`src/rtl/lcs_pkg.sv`:
```
/*
 * Package for the LED configuration and status register bank: register
 * offsets, reset values, field positions, codes, timing counts and types.
 * Assumes a 25 MHz system clock and a serial-bus target in front of it.
 */
package lcs_pkg;

    // Timing
    localparam int CLK_HZ = 25_000_000;
    localparam int PWM_SLOW_HZ = 256;
    localparam int PWM_FAST_HZ = 558;
    localparam int PWM_STEPS = 256;
    localparam logic [8:0] PWM_DIV_SLOW = 9'(CLK_HZ / (PWM_SLOW_HZ * PWM_STEPS));
    localparam logic [8:0] PWM_DIV_FAST = 9'(CLK_HZ / (PWM_FAST_HZ * PWM_STEPS));

    // Current code: linear, 0.1 mA per step, in microamps
    localparam int CURRENT_STEP_UA = 100;
    localparam int CURRENT_MAX_UA = 25_500;

    // Serial-bus target address, value is arbitrary
    localparam logic [6:0] DEV_ADDR = 7'h2A;

    // Register offsets
    localparam logic [7:0] OFF_BLUE_CURRENT = 8'h07;
    localparam logic [7:0] OFF_CONFIG = 8'h08;
    localparam logic [7:0] OFF_RED_PC = 8'h09;
    localparam logic [7:0] OFF_GREEN_PC = 8'h0A;
    localparam logic [7:0] OFF_BLUE_PC = 8'h0B;
    localparam logic [7:0] OFF_STATUS = 8'h0C;

    // Reset values
    localparam logic [7:0] RST_BLUE_CURRENT = 8'hAF;
    localparam logic [7:0] RST_CONFIG = 8'h00;
    localparam logic [3:0] RST_PC = 4'h0;
    localparam logic [2:0] RST_FLAGS = 3'h0;

    // Channel index, also the interrupt flag bit position
    localparam int CH_BLUE = 0;
    localparam int CH_GREEN = 1;
    localparam int CH_RED = 2;

    // Status field positions
    localparam int ST_FLAGS_LSB = 0;
    localparam int ST_EXT_CLK_BIT = 3;
    localparam int ST_PUMP_LSB = 4;

    // Execution and mode codes
    localparam logic [1:0] EXEC_PC_ACCESS = 2'h3;
    localparam logic [1:0] EXEC_HOLD = 2'h0;
    localparam logic [1:0] MODE_LOAD = 2'h1;

    // Clock select codes {clockDetect, internalClock}
    localparam logic [1:0] CLKSEL_EXTERNAL = 2'h0;
    localparam logic [1:0] CLKSEL_AUTO = 2'h2;

    typedef enum logic [1:0] {
        PUMP_OFF = 2'b00,
        PUMP_1X = 2'b01,
        PUMP_1P5X = 2'b10,
        PUMP_AUTO = 2'b11
    } lcs_pump_type;

    typedef struct packed {
        logic reserved;
        logic pwmFastSelect;
        logic powerSaveEnable;
        lcs_pump_type pumpModeSelect;
        logic redSupplySelect;
        logic clockDetectEnable;
        logic internalClockEnable;
    } lcs_config_type;

    typedef enum logic [3:0] {
        BUS_IDLE = 4'b0000,
        BUS_ADDR = 4'b0001,
        BUS_ADDR_ACK = 4'b0010,
        BUS_REG = 4'b0011,
        BUS_REG_ACK = 4'b0100,
        BUS_WDATA = 4'b0101,
        BUS_WDATA_ACK = 4'b0110,
        BUS_RDATA = 4'b0111,
        BUS_RDATA_ACK = 4'b1000
    } lcs_bus_state_type;

endpackage : lcs_pkg

```
`src/rtl/lcs_register_bank.sv`:
```
/*
 * Configuration, program-counter and status registers of a three-channel
 * LED controller, reached as a serial-bus target on scl and sda.
 * Assumes bus pins are synchronous to sys_clk and slow against it; the
 * engines, operating-mode register and pump sit outside and drive inputs.
 */
//
// Functional notes
// [RL1] Blue current is a linear 8-bit code, 0.1 mA per step, 0 to 25.5 mA.
// [RL2] Blue current resets to AFh, that is 17.5 mA.
// [RL3] PWM fast select gives 256 Hz when clear, 558 Hz when set.
// [RL4] Host always writes zero to configuration bit 7.
// [RL5] Power-save enable turns automatic power save on when set.
// [RL6] Pump mode: 00 off, 01 forced 1x, 10 forced 1.5x, 11 automatic.
// [RL7] Red supply select: 0 from pump output, 1 from battery.
// [RL8] Clock select: 00 external, 01/11 internal, 10 automatic with detection.
// [RL9] Each channel has a 4-bit counter in the low nibble, reset zero.
// [RL10] Counter access only while that channel's execution field is 11b.
// [RL11] In standby a counter accepts writes but returns no read value.
// [RL12] A counter written in standby takes effect only after startup.
// [RL13] Counter reads are serviced only in normal state.
// [RL14] Changing a channel's operating mode resets its counter to zero.
// [RL15] Pump status reports actual state: off, 1x, 1.5x, power save.
// [RL16] Status bit shows clock in use: 0 internal, 1 external 32 kHz.
// [RL17] Per-channel end flags: red bit 2, green bit 1, blue bit 0.
// [RL18] Status read clears all flags and releases the interrupt pin.
// [RL19] Execution code 00b is hold: finish instruction, then stop.
// [RL20] Operating mode 01b is load mode and resets the counter.
// [RL21] Unused counter and status bits read zero, writes ignored.
// [RL22] Host reads status after interrupt to learn ends and rearm pin.
`timescale 1ns/100ps
`default_nettype none
module lcs_register_bank
    import lcs_pkg::*;
(
    input wire logic sys_clk,
    input wire logic sys_rst,
    input wire logic scl,
    input wire logic sdaIn,
    output logic sdaDriveN_q,
    input wire logic [2:0][1:0] execControl,
    input wire logic [2:0][1:0] modeSel,
    input wire logic [2:0] pcAdvance,
    input wire logic [2:0] endPulse,
    input wire logic deviceNormal,
    input wire logic [1:0] pumpStateReport,
    input wire logic clockDetected,
    output logic [7:0] blueCurrent_q,
    output lcs_config_type config_q,
    output logic externalClockInUse_q,
    output logic pwmStepTick_q,
    output logic [2:0][3:0] programCounter,
    output logic intDriveN_q
);
    lcs_bus_state_type state_q;
    logic sclPrev_q;
    logic sdaPrev_q;
    logic [3:0] bitCnt_q;
    logic [7:0] shift_q;
    logic [7:0] ptr_q;
    logic readMode_q;
    logic [2:0] intFlags_q;
    logic [8:0] pwmCnt_q;
    logic sclRise;
    logic sclFall;
    logic startSeen;
    logic stopSeen;
    logic regWrite;
    logic loadRead;
    logic statusRead;
    logic [7:0] readByte;
    logic [2:0] pcWrite;
    logic [2:0] intFlags_d;
    logic [8:0] pwmDiv;

    assign sclRise = scl && !sclPrev_q;
    assign sclFall = !scl && sclPrev_q;
    assign startSeen = scl && sclPrev_q && sdaPrev_q && !sdaIn;
    assign stopSeen = scl && sclPrev_q && !sdaPrev_q && sdaIn;
    assign regWrite = state_q == BUS_WDATA && sclFall && bitCnt_q == 4'h8;
    assign loadRead = sclFall && ((state_q == BUS_ADDR_ACK && readMode_q)
                                  || state_q == BUS_RDATA_ACK);
    assign statusRead = loadRead && ptr_q == OFF_STATUS;

    // Counter reads need execution field 11b and a running device, else zero
    function automatic logic [7:0] pcRead(input logic [3:0] pc, input logic [1:0] exec);
        if (deviceNormal && exec == EXEC_PC_ACCESS) // RL13 RL11
            pcRead = {4'h0, pc}; // RL21
        else
            pcRead = 8'h00;
    endfunction : pcRead

    always_comb
    begin
        if (ptr_q == OFF_BLUE_CURRENT)
            readByte = blueCurrent_q;
        else if (ptr_q == OFF_CONFIG)
            readByte = config_q;
        else if (ptr_q == OFF_RED_PC)
            readByte = pcRead(programCounter[CH_RED], execControl[CH_RED]);
        else if (ptr_q == OFF_GREEN_PC)
            readByte = pcRead(programCounter[CH_GREEN], execControl[CH_GREEN]);
        else if (ptr_q == OFF_BLUE_PC)
            readByte = pcRead(programCounter[CH_BLUE], execControl[CH_BLUE]);
        else if (ptr_q == OFF_STATUS)
        begin
            readByte = 8'h00; // RL21
            readByte[ST_PUMP_LSB +: 2] = pumpStateReport; // RL15
            readByte[ST_EXT_CLK_BIT] = externalClockInUse_q; // RL16
            readByte[ST_FLAGS_LSB +: 3] = intFlags_q; // RL17
        end
        else
            readByte = 8'h00;
    end

    always_ff @(posedge sys_clk)
    begin
        if (sys_rst)
        begin
            sclPrev_q <= 1'b1;
            sdaPrev_q <= 1'b1;
        end
        else
        begin
            sclPrev_q <= scl;
            sdaPrev_q <= sdaIn;
        end
    end

    // Serial-bus target; sda only changes while scl is low
    always_ff @(posedge sys_clk)
    begin
        if (sys_rst)
        begin
            state_q <= BUS_IDLE;
            bitCnt_q <= 4'h0;
            shift_q <= 8'h00;
            ptr_q <= 8'h00;
            readMode_q <= 1'b0;
            sdaDriveN_q <= 1'b1;
        end
        else if (startSeen)
        begin
            state_q <= BUS_ADDR;
            bitCnt_q <= 4'h0;
            sdaDriveN_q <= 1'b1;
        end
        else if (stopSeen)
        begin
            state_q <= BUS_IDLE;
            sdaDriveN_q <= 1'b1;
        end
        else if (loadRead)
        begin
            state_q <= BUS_RDATA;
            shift_q <= readByte;
            sdaDriveN_q <= readByte[7];
            bitCnt_q <= 4'h0;
            ptr_q <= ptr_q + 8'h01;
        end
        else
        begin
            case (state_q)
                BUS_ADDR, BUS_REG, BUS_WDATA:
                begin
                    if (sclRise)
                    begin
                        shift_q <= {shift_q[6:0], sdaIn};
                        bitCnt_q <= bitCnt_q + 4'h1;
                    end
                    else if (sclFall && bitCnt_q == 4'h8)
                    begin
                        bitCnt_q <= 4'h0;
                        sdaDriveN_q <= 1'b0;
                        if (state_q == BUS_ADDR)
                        begin
                            if (shift_q[7:1] == DEV_ADDR)
                            begin
                                state_q <= BUS_ADDR_ACK;
                                readMode_q <= shift_q[0];
                            end
                            else
                            begin
                                state_q <= BUS_IDLE;
                                sdaDriveN_q <= 1'b1;
                            end
                        end
                        else if (state_q == BUS_REG)
                        begin
                            state_q <= BUS_REG_ACK;
                            ptr_q <= shift_q;
                        end
                        else
                            state_q <= BUS_WDATA_ACK;
                    end
                end
                BUS_ADDR_ACK, BUS_REG_ACK:
                begin
                    if (sclFall)
                    begin
                        sdaDriveN_q <= 1'b1;
                        state_q <= (state_q == BUS_ADDR_ACK) ? BUS_REG : BUS_WDATA;
                    end
                end
                BUS_WDATA_ACK:
                begin
                    if (sclFall)
                    begin
                        sdaDriveN_q <= 1'b1;
                        state_q <= BUS_WDATA;
                        ptr_q <= ptr_q + 8'h01;
                    end
                end
                BUS_RDATA:
                begin
                    if (sclFall)
                    begin
                        bitCnt_q <= bitCnt_q + 4'h1;
                        if (bitCnt_q == 4'h7)
                        begin
                            sdaDriveN_q <= 1'b1;
                            state_q <= BUS_RDATA_ACK;
                        end
                        else
                        begin
                            shift_q <= {shift_q[6:0], 1'b0};
                            sdaDriveN_q <= shift_q[6];
                        end
                    end
                end
                BUS_RDATA_ACK:
                begin
                    if (sclRise && sdaIn)
                        state_q <= BUS_IDLE;
                end
                default:
                    state_q <= BUS_IDLE;
            endcase
        end
    end

    always_ff @(posedge sys_clk)
    begin
        if (sys_rst)
            blueCurrent_q <= RST_BLUE_CURRENT; // RL2
        else if (regWrite && ptr_q == OFF_BLUE_CURRENT)
            blueCurrent_q <= shift_q; // RL1
    end

    // Top bit held at zero so a stray host write cannot reach it
    always_ff @(posedge sys_clk)
    begin
        if (sys_rst)
            config_q <= RST_CONFIG;
        else if (regWrite && ptr_q == OFF_CONFIG)
            config_q <= {1'b0, shift_q[6:0]}; // RL4 RL3 RL5 RL6 RL7 RL8
    end

    always_ff @(posedge sys_clk)
    begin
        if (sys_rst)
            externalClockInUse_q <= 1'b0;
        else if ({config_q.clockDetectEnable, config_q.internalClockEnable} == CLKSEL_EXTERNAL)
            externalClockInUse_q <= 1'b1; // RL8 RL16
        else if ({config_q.clockDetectEnable, config_q.internalClockEnable} == CLKSEL_AUTO)
            externalClockInUse_q <= clockDetected;
        else
            externalClockInUse_q <= 1'b0;
    end

    // PWM step enable, 256 steps per period
    assign pwmDiv = config_q.pwmFastSelect ? PWM_DIV_FAST : PWM_DIV_SLOW; // RL3

    always_ff @(posedge sys_clk)
    begin
        if (sys_rst || pwmCnt_q >= pwmDiv - 9'h001)
            pwmCnt_q <= 9'h000;
        else
            pwmCnt_q <= pwmCnt_q + 9'h001;
    end

    always_ff @(posedge sys_clk)
    begin
        if (sys_rst)
            pwmStepTick_q <= 1'b0;
        else
            pwmStepTick_q <= pwmCnt_q >= pwmDiv - 9'h001;
    end

    // A new end in the clearing cycle survives the clear
    assign intFlags_d = (statusRead ? RST_FLAGS : intFlags_q) | endPulse; // RL17 RL18

    always_ff @(posedge sys_clk)
    begin
        if (sys_rst)
        begin
            intFlags_q <= RST_FLAGS;
            intDriveN_q <= 1'b1;
        end
        else
        begin
            intFlags_q <= intFlags_d;
            intDriveN_q <= !(|intFlags_d); // RL18
        end
    end

    assign pcWrite[CH_RED] = regWrite && ptr_q == OFF_RED_PC;
    assign pcWrite[CH_GREEN] = regWrite && ptr_q == OFF_GREEN_PC;
    assign pcWrite[CH_BLUE] = regWrite && ptr_q == OFF_BLUE_PC;

    for (genvar ch = 0; ch < 3; ch++)
    begin : g_pc
        lcs_program_counter u_pc (
            .sys_clk(sys_clk),
            .sys_rst(sys_rst),
            .hostWrite(pcWrite[ch]),
            .hostData(shift_q[3:0]), // RL21
            .execControl(execControl[ch]),
            .modeSel(modeSel[ch]),
            .deviceNormal(deviceNormal),
            .advance(pcAdvance[ch]),
            .pcValue_q(programCounter[ch])
        );
    end

    property p_currentReset;
        @(posedge sys_clk) sys_rst |=> blueCurrent_q == RST_BLUE_CURRENT;
    endproperty
    a_currentReset: assert property (p_currentReset) else $error("blue current reset"); // RL2

    property p_cfgTopZero;
        @(posedge sys_clk) disable iff (sys_rst)
        (regWrite && ptr_q == OFF_CONFIG) |=> config_q.reserved == 1'b0
            && config_q[6:0] == $past(shift_q[6:0]);
    endproperty
    a_cfgTopZero: assert property (p_cfgTopZero) else $error("config write wrong"); // RL4

    property p_readClears;
        @(posedge sys_clk) disable iff (sys_rst)
        (statusRead && endPulse == 3'h0) |=> intFlags_q == RST_FLAGS && intDriveN_q;
    endproperty
    a_readClears: assert property (p_readClears) else $error("status read kept flags"); // RL18

    property p_setWins;
        @(posedge sys_clk) disable iff (sys_rst)
        (endPulse != 3'h0) |=> (intFlags_q & $past(endPulse)) == $past(endPulse)
            && !intDriveN_q;
    endproperty
    a_setWins: assert property (p_setWins) else $error("end flag lost"); // RL17

    property p_standbyReadZero;
        @(posedge sys_clk) disable iff (sys_rst)
        (loadRead && !deviceNormal && ptr_q >= OFF_RED_PC && ptr_q <= OFF_BLUE_PC)
        |=> shift_q == 8'h00;
    endproperty
    a_standbyReadZero: assert property (p_standbyReadZero) else $error("pc read in standby"); // RL13

    property p_extClock;
        @(posedge sys_clk) disable iff (sys_rst)
        ({config_q.clockDetectEnable, config_q.internalClockEnable} == CLKSEL_EXTERNAL)
        ##1 ({config_q.clockDetectEnable, config_q.internalClockEnable} == CLKSEL_EXTERNAL)
        |-> externalClockInUse_q;
    endproperty
    a_extClock: assert property (p_extClock) else $error("clock in use wrong"); // RL16

endmodule : lcs_register_bank
`default_nettype wire

```
`src/rtl/lcs_program_counter.sv`:
```
/*
 * One channel's 4-bit program counter with host access gating, deferred
 * standby writes and reset on operating-mode change.
 * Assumes the engine pulses advance once per instruction step.
 */
`timescale 1ns/100ps
`default_nettype none
module lcs_program_counter
    import lcs_pkg::*;
(
    input wire logic sys_clk,
    input wire logic sys_rst,
    input wire logic hostWrite,
    input wire logic [3:0] hostData,
    input wire logic [1:0] execControl,
    input wire logic [1:0] modeSel,
    input wire logic deviceNormal,
    input wire logic advance,
    output logic [3:0] pcValue_q
);
    logic [1:0] modePrev_q;
    logic [3:0] pending_q;
    logic pendingValid_q;
    logic modeChanged;
    logic writeOk;

    assign modeChanged = modeSel != modePrev_q;
    assign writeOk = hostWrite && execControl == EXEC_PC_ACCESS; // RL10

    always_ff @(posedge sys_clk)
    begin
        if (sys_rst)
            modePrev_q <= 2'h0;
        else
            modePrev_q <= modeSel;
    end

    // Standby writes park here until the device is running
    always_ff @(posedge sys_clk)
    begin
        if (sys_rst || modeChanged)
        begin
            pending_q <= RST_PC;
            pendingValid_q <= 1'b0;
        end
        else if (writeOk && !deviceNormal)
        begin
            pending_q <= hostData; // RL11
            pendingValid_q <= 1'b1;
        end
        else if (deviceNormal)
            pendingValid_q <= 1'b0;
    end

    always_ff @(posedge sys_clk)
    begin
        if (sys_rst)
            pcValue_q <= RST_PC; // RL9
        else if (modeChanged || modeSel == MODE_LOAD)
            pcValue_q <= RST_PC; // RL14 RL20
        else if (writeOk && deviceNormal)
            pcValue_q <= hostData;
        else if (pendingValid_q && deviceNormal)
            pcValue_q <= pending_q; // RL12
        // Hold freezes the count until the field changes
        else if (advance && deviceNormal && execControl != EXEC_HOLD)
            pcValue_q <= pcValue_q + 4'h1; // RL19
    end

    property p_modeReset;
        @(posedge sys_clk) disable iff (sys_rst)
        (modeSel != modePrev_q) |=> pcValue_q == RST_PC;
    endproperty
    a_modeReset: assert property (p_modeReset) else $error("pc kept after mode change"); // RL14

    property p_standbyHold;
        @(posedge sys_clk) disable iff (sys_rst)
        (writeOk && !deviceNormal && !modeChanged && modeSel != MODE_LOAD)
        |=> pcValue_q == $past(pcValue_q);
    endproperty
    a_standbyHold: assert property (p_standbyHold) else $error("standby write acted at once"); // RL12

    property p_holdWrite;
        @(posedge sys_clk) disable iff (sys_rst)
        (hostWrite && execControl == EXEC_PC_ACCESS && deviceNormal && !modeChanged
            && modeSel != MODE_LOAD) |=> pcValue_q == $past(hostData);
    endproperty
    a_holdWrite: assert property (p_holdWrite) else $error("pc write lost"); // RL10

    property p_deferApply;
        @(posedge sys_clk) disable iff (sys_rst)
        (pendingValid_q && deviceNormal && !writeOk && !modeChanged && modeSel != MODE_LOAD)
        |=> pcValue_q == $past(pending_q);
    endproperty
    a_deferApply: assert property (p_deferApply) else $error("standby pc not applied"); // RL12

endmodule : lcs_program_counter
`default_nettype wire

```
`config.mk`:
```
export PLATFORM = sky130hd
export DESIGN_NAME = lcs_register_bank
export DESIGN_NICKNAME = d
export VERILOG_FILES = /design/src/rtl/lcs_pkg.sv /design/src/rtl/lcs_register_bank.sv /design/src/rtl/lcs_program_counter.sv
export SDC_FILE = /design/constraint.sdc
export NUM_CORES = 1
export LEC_CHECK = 0
export ABC_AREA = 1
export ABC_CLOCK_PERIOD_IN_PS = 4600
export BUFFER_PORTS_ARGS = -buffer_cell sky130_fd_sc_hd__buf_4
export CELL_PAD_IN_SITES_DETAIL_PLACEMENT = 0
export CELL_PAD_IN_SITES_GLOBAL_PLACEMENT = 1
export CORE_MARGIN = 5
export CORE_UTILIZATION = 45
export CTS_CLUSTER_SIZE = 16
export DETAILED_ROUTE_END_ITERATION = 16
export HOLD_SLACK_MARGIN = 0.12
export PLACE_DENSITY_LB_ADDON = 0.1
export SLEW_MARGIN = 0
export SYNTH_ARGS = -nofsm -noshare
export SYNTH_HDL_FRONTEND = slang
export SYNTH_HIERARCHICAL = 1
export SYNTH_SLANG_ARGS = --single-unit
```
`constraint.sdc`:
```
create_clock -name sys_clk -period 4.6 [get_ports sys_clk]
set_input_delay 0.92 -clock sys_clk [delete_from_list [all_inputs] [get_ports sys_clk]]
set_output_delay 0.92 -clock sys_clk [all_outputs]
set_load 0.02 [all_outputs]
```
* After elaboration in Yosys (flattened, before gate mapping) *
Cells that the tools add are included.

word-level totals
  bits in registers = 91
  bits of input ports = 26
  output and inout bits = 32
  word-level logic and storage cells = 253

cells by class
  $add $sub $neg = 7
  $lt $le $gt $ge = 1
  equal/unequal tests = 54
  muxes and demuxes = 67
  bitwise gates (word level) = 5
  reductions and logical operators = 85

operator list
  operator               number
  $mux W8                15
  $mux W4                24
  $eq A8 B4 Y1 const B   5
  $logic_and A1 B1 Y1    40
  $pmux W8 S2            2
  $ne A3 B3 Y1 const B   10
  $ne A5 B5 Y1 const B   6
  $reduce_and A7 Y1      3
  $eq A4 B3 Y1 const B   5
  $pmux W4 S5            1
  $add A4 B1 Y4 const B  4
  $mux W1                16
  $reduce_and A8 Y1      2
  $reduce_bool A3 Y1     5
  $ne A2 B2 Y1 const B   6
  $reduce_bool A2 Y1     6
  $reduce_or A3 Y1       4
  $reduce_or A2 Y1       5
  $add A9 B1 Y9 const B  1
  $ge A9 B9 Y1           1
  $mux W3                3
  $mux W9                1
  $sub A9 B1 Y9 const B  1
  $add A8 B1 Y8 const B  1
  other kinds (27)       52

* Longest topological paths before layout *
  depth after elaboration = 9
  mapped depth = 14
  gate-level depth less buffers = 14

* Hierarchy *
Netlist, hierarchy kept.

modules (own cells, without submodules)
  module               times used  cells an instance  area an instance (um^2)  seq. area each (um^2)
  lcs_register_bank    1           510                3,434.5                  1,161.1
  lcs_program_counter  3           96                 596.8                    220.2

* Worst setup path after synthesis *
Ideal clock, no wire load.

  path type = input -> register
  start = input scl
  end = register g_pc[0].u_pc.pending_q[3]
  setup time = 0.119 ns
  arrival = 2.287 ns
  required time = 4.481 ns
  slack = 2.194 ns
  stages on the path = 10
  path buffers = 0
  cell sequence = nor2_2 nand4_1 inv_1 nand2_1 nor3_1 nand3_1 nor2_1 inv_1 o21ai_0 a21oi_1

between the ends
  word-level cells in the longest chain between the ends = 7

ends and longest elaborated chain
  item                               RTL line                   RTL
  start, declared                    lcs_register_bank.sv:38    input wire logic scl,
  $logic_not A1 Y1                   lcs_register_bank.sv:77    assign sclFall = !scl && sclPrev_q;
  $logic_and A1 B1 Y1                lcs_register_bank.sv:77
  $logic_and A1 B1 Y1 (2 in series)  lcs_register_bank.sv:80    assign regWrite = state_q == BUS_WDATA && sclFall && bitCnt_q == 4'h8;
  $logic_and A1 B1 Y1                lcs_register_bank.sv:309   assign pcWrite[CH_BLUE] = regWrite && ptr_q == OFF_BLUE_PC;
  net pcWrite[0]                     lcs_register_bank.sv:72    logic [2:0] pcWrite;
  $logic_and A1 B1 Y1                lcs_program_counter.sv:28  assign writeOk = hostWrite && execControl == EXEC_PC_ACCESS;
  $logic_and A1 B1 Y1                lcs_program_counter.sv:46  else if (writeOk && !deviceNormal)
  end signal, assigned               lcs_program_counter.sv:48  pending_q <= hostData;
  end, declared                      lcs_program_counter.sv:22  logic [3:0] pending_q;

The timed path passes the listed nets, and every way through them passes these cells.
A chain may end at the register's enable or synchronous reset.

* Worst setup path after layout *
Ends and elaborated chain as after synthesis.

==> flow_metrics.py <==
metrics = {
    "setup_path": {
        "path_class": "in -> reg",
        "crit_path_max_fanout": 5,
        "worstPathArrival_ns": 2.84,
        "crit_path_start_kind": "primary input",
        "required_ns": 4.84,
        "r2r_cells": 11,
        "endpoint_kind": "register",
    },
    "floorplanning": {
        "start_util": 0.458,
        "die_w_microns": 118,
        "core_sq_um": 11400,
        "row_count": 39,
        "die-area_sq_um": 13900,
        "ios": 58,
        "die_height_microns": 118,
    },
    "run_status": {
        "status": "complete, no violations",
    },
    "yosys": {
        "synth_fp_nets": 839,
        "avgSynthCellArea_sq_um": 6.55,
        "yosysTopAreaCellShare": 0.349,
        "netlist_area_sq_um": 5230,
        "synth-seq-cells": 91,
        "synth_top_cell_by_area": "dfxtp_1",
        "ys_seq_area_frac": 0.349,
        "synth.area.top_cells": "dfxtp_1 (35%), nand2_1 (14%), inv_1 (8.7%)",
        "yosysWarnings": 6,
        "netlist_top_cells_count": "nand2_1 (191), inv_1 (121), dfxtp_1 (91), nor2_1 (89)",
        "synth.most_common_cell": "nand2_1",
        "synth_cells": 798,
        "yosys_most_used_dff": "dfxtp_1",
        "synth_edf_count": 0,
        "synthArstFlopShare": 0,
        "synth_cell_types": 45,
    },
    "global_routing": {
        "grt.busiest_layer": "met2",
        "use_met1": 0.249,
        "grt_max_degree": 31,
        "antenna_found_initial": 0,
        "use_met3": 0.0418,
        "grt_use_met2": 0.342,
        "grt_pass1_vias": 4914,
        "grt_use_total": 0.199,
        "grt_remaining_overflow": 0,
        "grt_first_pass_wirelength_microns": 23000,
    },
    "sta": {
        "grt_setup_unrepaired": "false",
        "max_freq_mhz": 386,
        "hold_violations": 0,
        "max_slew_margin": 0.639,
        "period_needed_ns": 2.59,
        "clock_skew_ns": 0.00661,
        "setup_viol": 0,
        "maxSlewViolCount": 0,
        "final.setup.tns_ns": 0,
        "hold_slack_ns": 0.461,
        "min_period_over_period": 0.563,
        "tightestPinTransition_ns": 0.541,
    },
    "clocking": {
        "insertion_delay_ns": 0.35,
        "clock_path_buffers": 2,
        "postCtsSetupRepairBufs": 0,
        "path_clk_slew_ns": 0.07,
        "cts-buffers-inserted": 9,
        "cts_resized": 0,
        "cts.htree.levels": 3,
        "cts-root-buf": "clkbuf_16",
        "cts.sinks": 91,
        "cts_tree": "built",
        "hold_buffers": 0,
    },
    "finish": {
        "fin_area_sq_um": 6040,
        "drive_gt1_frac": 0.128,
        "layout.nets": 897,
        "n_antenna_cell": 0,
        "fin_cells": 1004,
        "syn2layout_area_growth_pct": 15.7,
    },
    "routing": {
        "wl_per_cell_microns": 13.8,
        "wirelength_microns": 13800,
        "drt.antenna.violating_nets": 0,
        "num_vias": 5149,
        "vias_per_cell": 5.13,
        "drtIter0Drc": 418,
        "dr.pass1.iters": 5,
        "drc": 0,
    },
    "placement": {
        "placed_cell_area_sq_um": 5770,
        "hpwl_microns": 10400,
        "gp_congestion": 0.840,
        "dp.cells": 988,
        "port-buffer-count": 56,
    },
    "min_path": {
        "min_path_cells": 2,
        "hold_path.class": "reg -> reg",
    },
    "power": {
        "p_leak_nw": 2.77,
        "powerDensity_nw_per_um2": 358,
        "ir_worst_vdd_uv": 282,
    },
    "flow_run": {
        "drv_cap": 0,
    },
}
## logic make-up (layout without fill, tap and decap cells)
group,after synthesis,after routing,share of synthesized area
simple gates,397,397,0.342
buf+inv,139,202,0.104
xor+xnor,15,15,0.0251
other cells,1,1,0.000718
compound gates,140,140,0.144
flops,91,91,0.349
fa+ha+maj,15,15,0.0359
## final timing paths
path	slack (ns)	startpoint	endpoint
worst max-delay path	2.01	scl	g_pc[0].u_pc/pending_q[3]
worst min-delay path	0.46	g_pc[2].u_pc/pending_q[3]	g_pc[2].u_pc/pending_q[3]
worst max register to register	2.25	state_q[0]	g_pc[0].u_pc/pending_q[3]
worst min register to register	0.46	g_pc[2].u_pc/pending_q[3]	g_pc[2].u_pc/pending_q[3]
## routing by layer
layer  routed length, microns  vias to the layer above
met2                     6730                      101
met4                      208                        0
li1                         -                     2692
met1                     6280                     2336
met5                        0                        -
met3                      624                       20
## final cells by class
type                    count  area [sq um]
fillers                  1209          5370
multi-input cells         568          2860
clock inverters             6          42.5
flip-flops and latches     91          1820
repair buffers             57           428
inverters                 129           484
well taps                 143           179
clock buffers              10           229
## state kept, by name, indices dropped and copies added, names as in the netlist, 4 cells and up
register              flops
config_q                  7
state_q                   4
blueCurrent_q             8
bitCnt_q                  4
pwmCnt_q                  9
g_pc.u_pc/pending_q      12
g_pc.u_pc/modePrev_q      6
shift_q                   8
g_pc.u_pc/pcValue_q      12
ptr_q                     8
## worst max-delay path, stage by stage
cell     delay (ns)
buf_4          0.13
nor2_2         0.21
nand4_1        0.15
inv_1          0.10
nand2_1        0.25
nor3_1         0.29
nand3_1        0.17
nor2_1         0.26
inv_1          0.14
o21ai_0        0.16
a21oi_1        0.05
## through the flow
step	setup slack (ns)	util	power, mW
detailed placement	1.69	0.506	1.49
global placement	1.75	0.506	1.48
floorplan	2.19	-	1.32
finish	2.01	0.529	2.16
global route	1.68	0.529	2.31
CTS	2.05	0.529	2.18
## power breakdown
part	total [mW]	internal [mW]	switching (mW)
registers	0.936	0.848	0.0878
logic	0.538	0.180	0.358
clock network	0.689	0.366	0.323
## layout by cell type (no fill, tap or decap), types with 4 or more instances in the layout
master	netlist	final
nor2_2	9	9
nand4_1	17	17
inv_2	7	7
xor2_1	10	10
clkbuf_16	0	9
xnor2_1	5	5
buf_4	3	57
nand2_2	4	4
inv_1	121	121
o21ai_1	5	5
nor3_1	8	8
nor2_1	89	89
ha_1	15	15
nand3_1	56	56
nor2_4	7	7
a21oi_1	58	58
o21ai_0	58	58
nand2_1	191	191
dfxtp_1	91	91
Power figures use the tool's default switching activity.
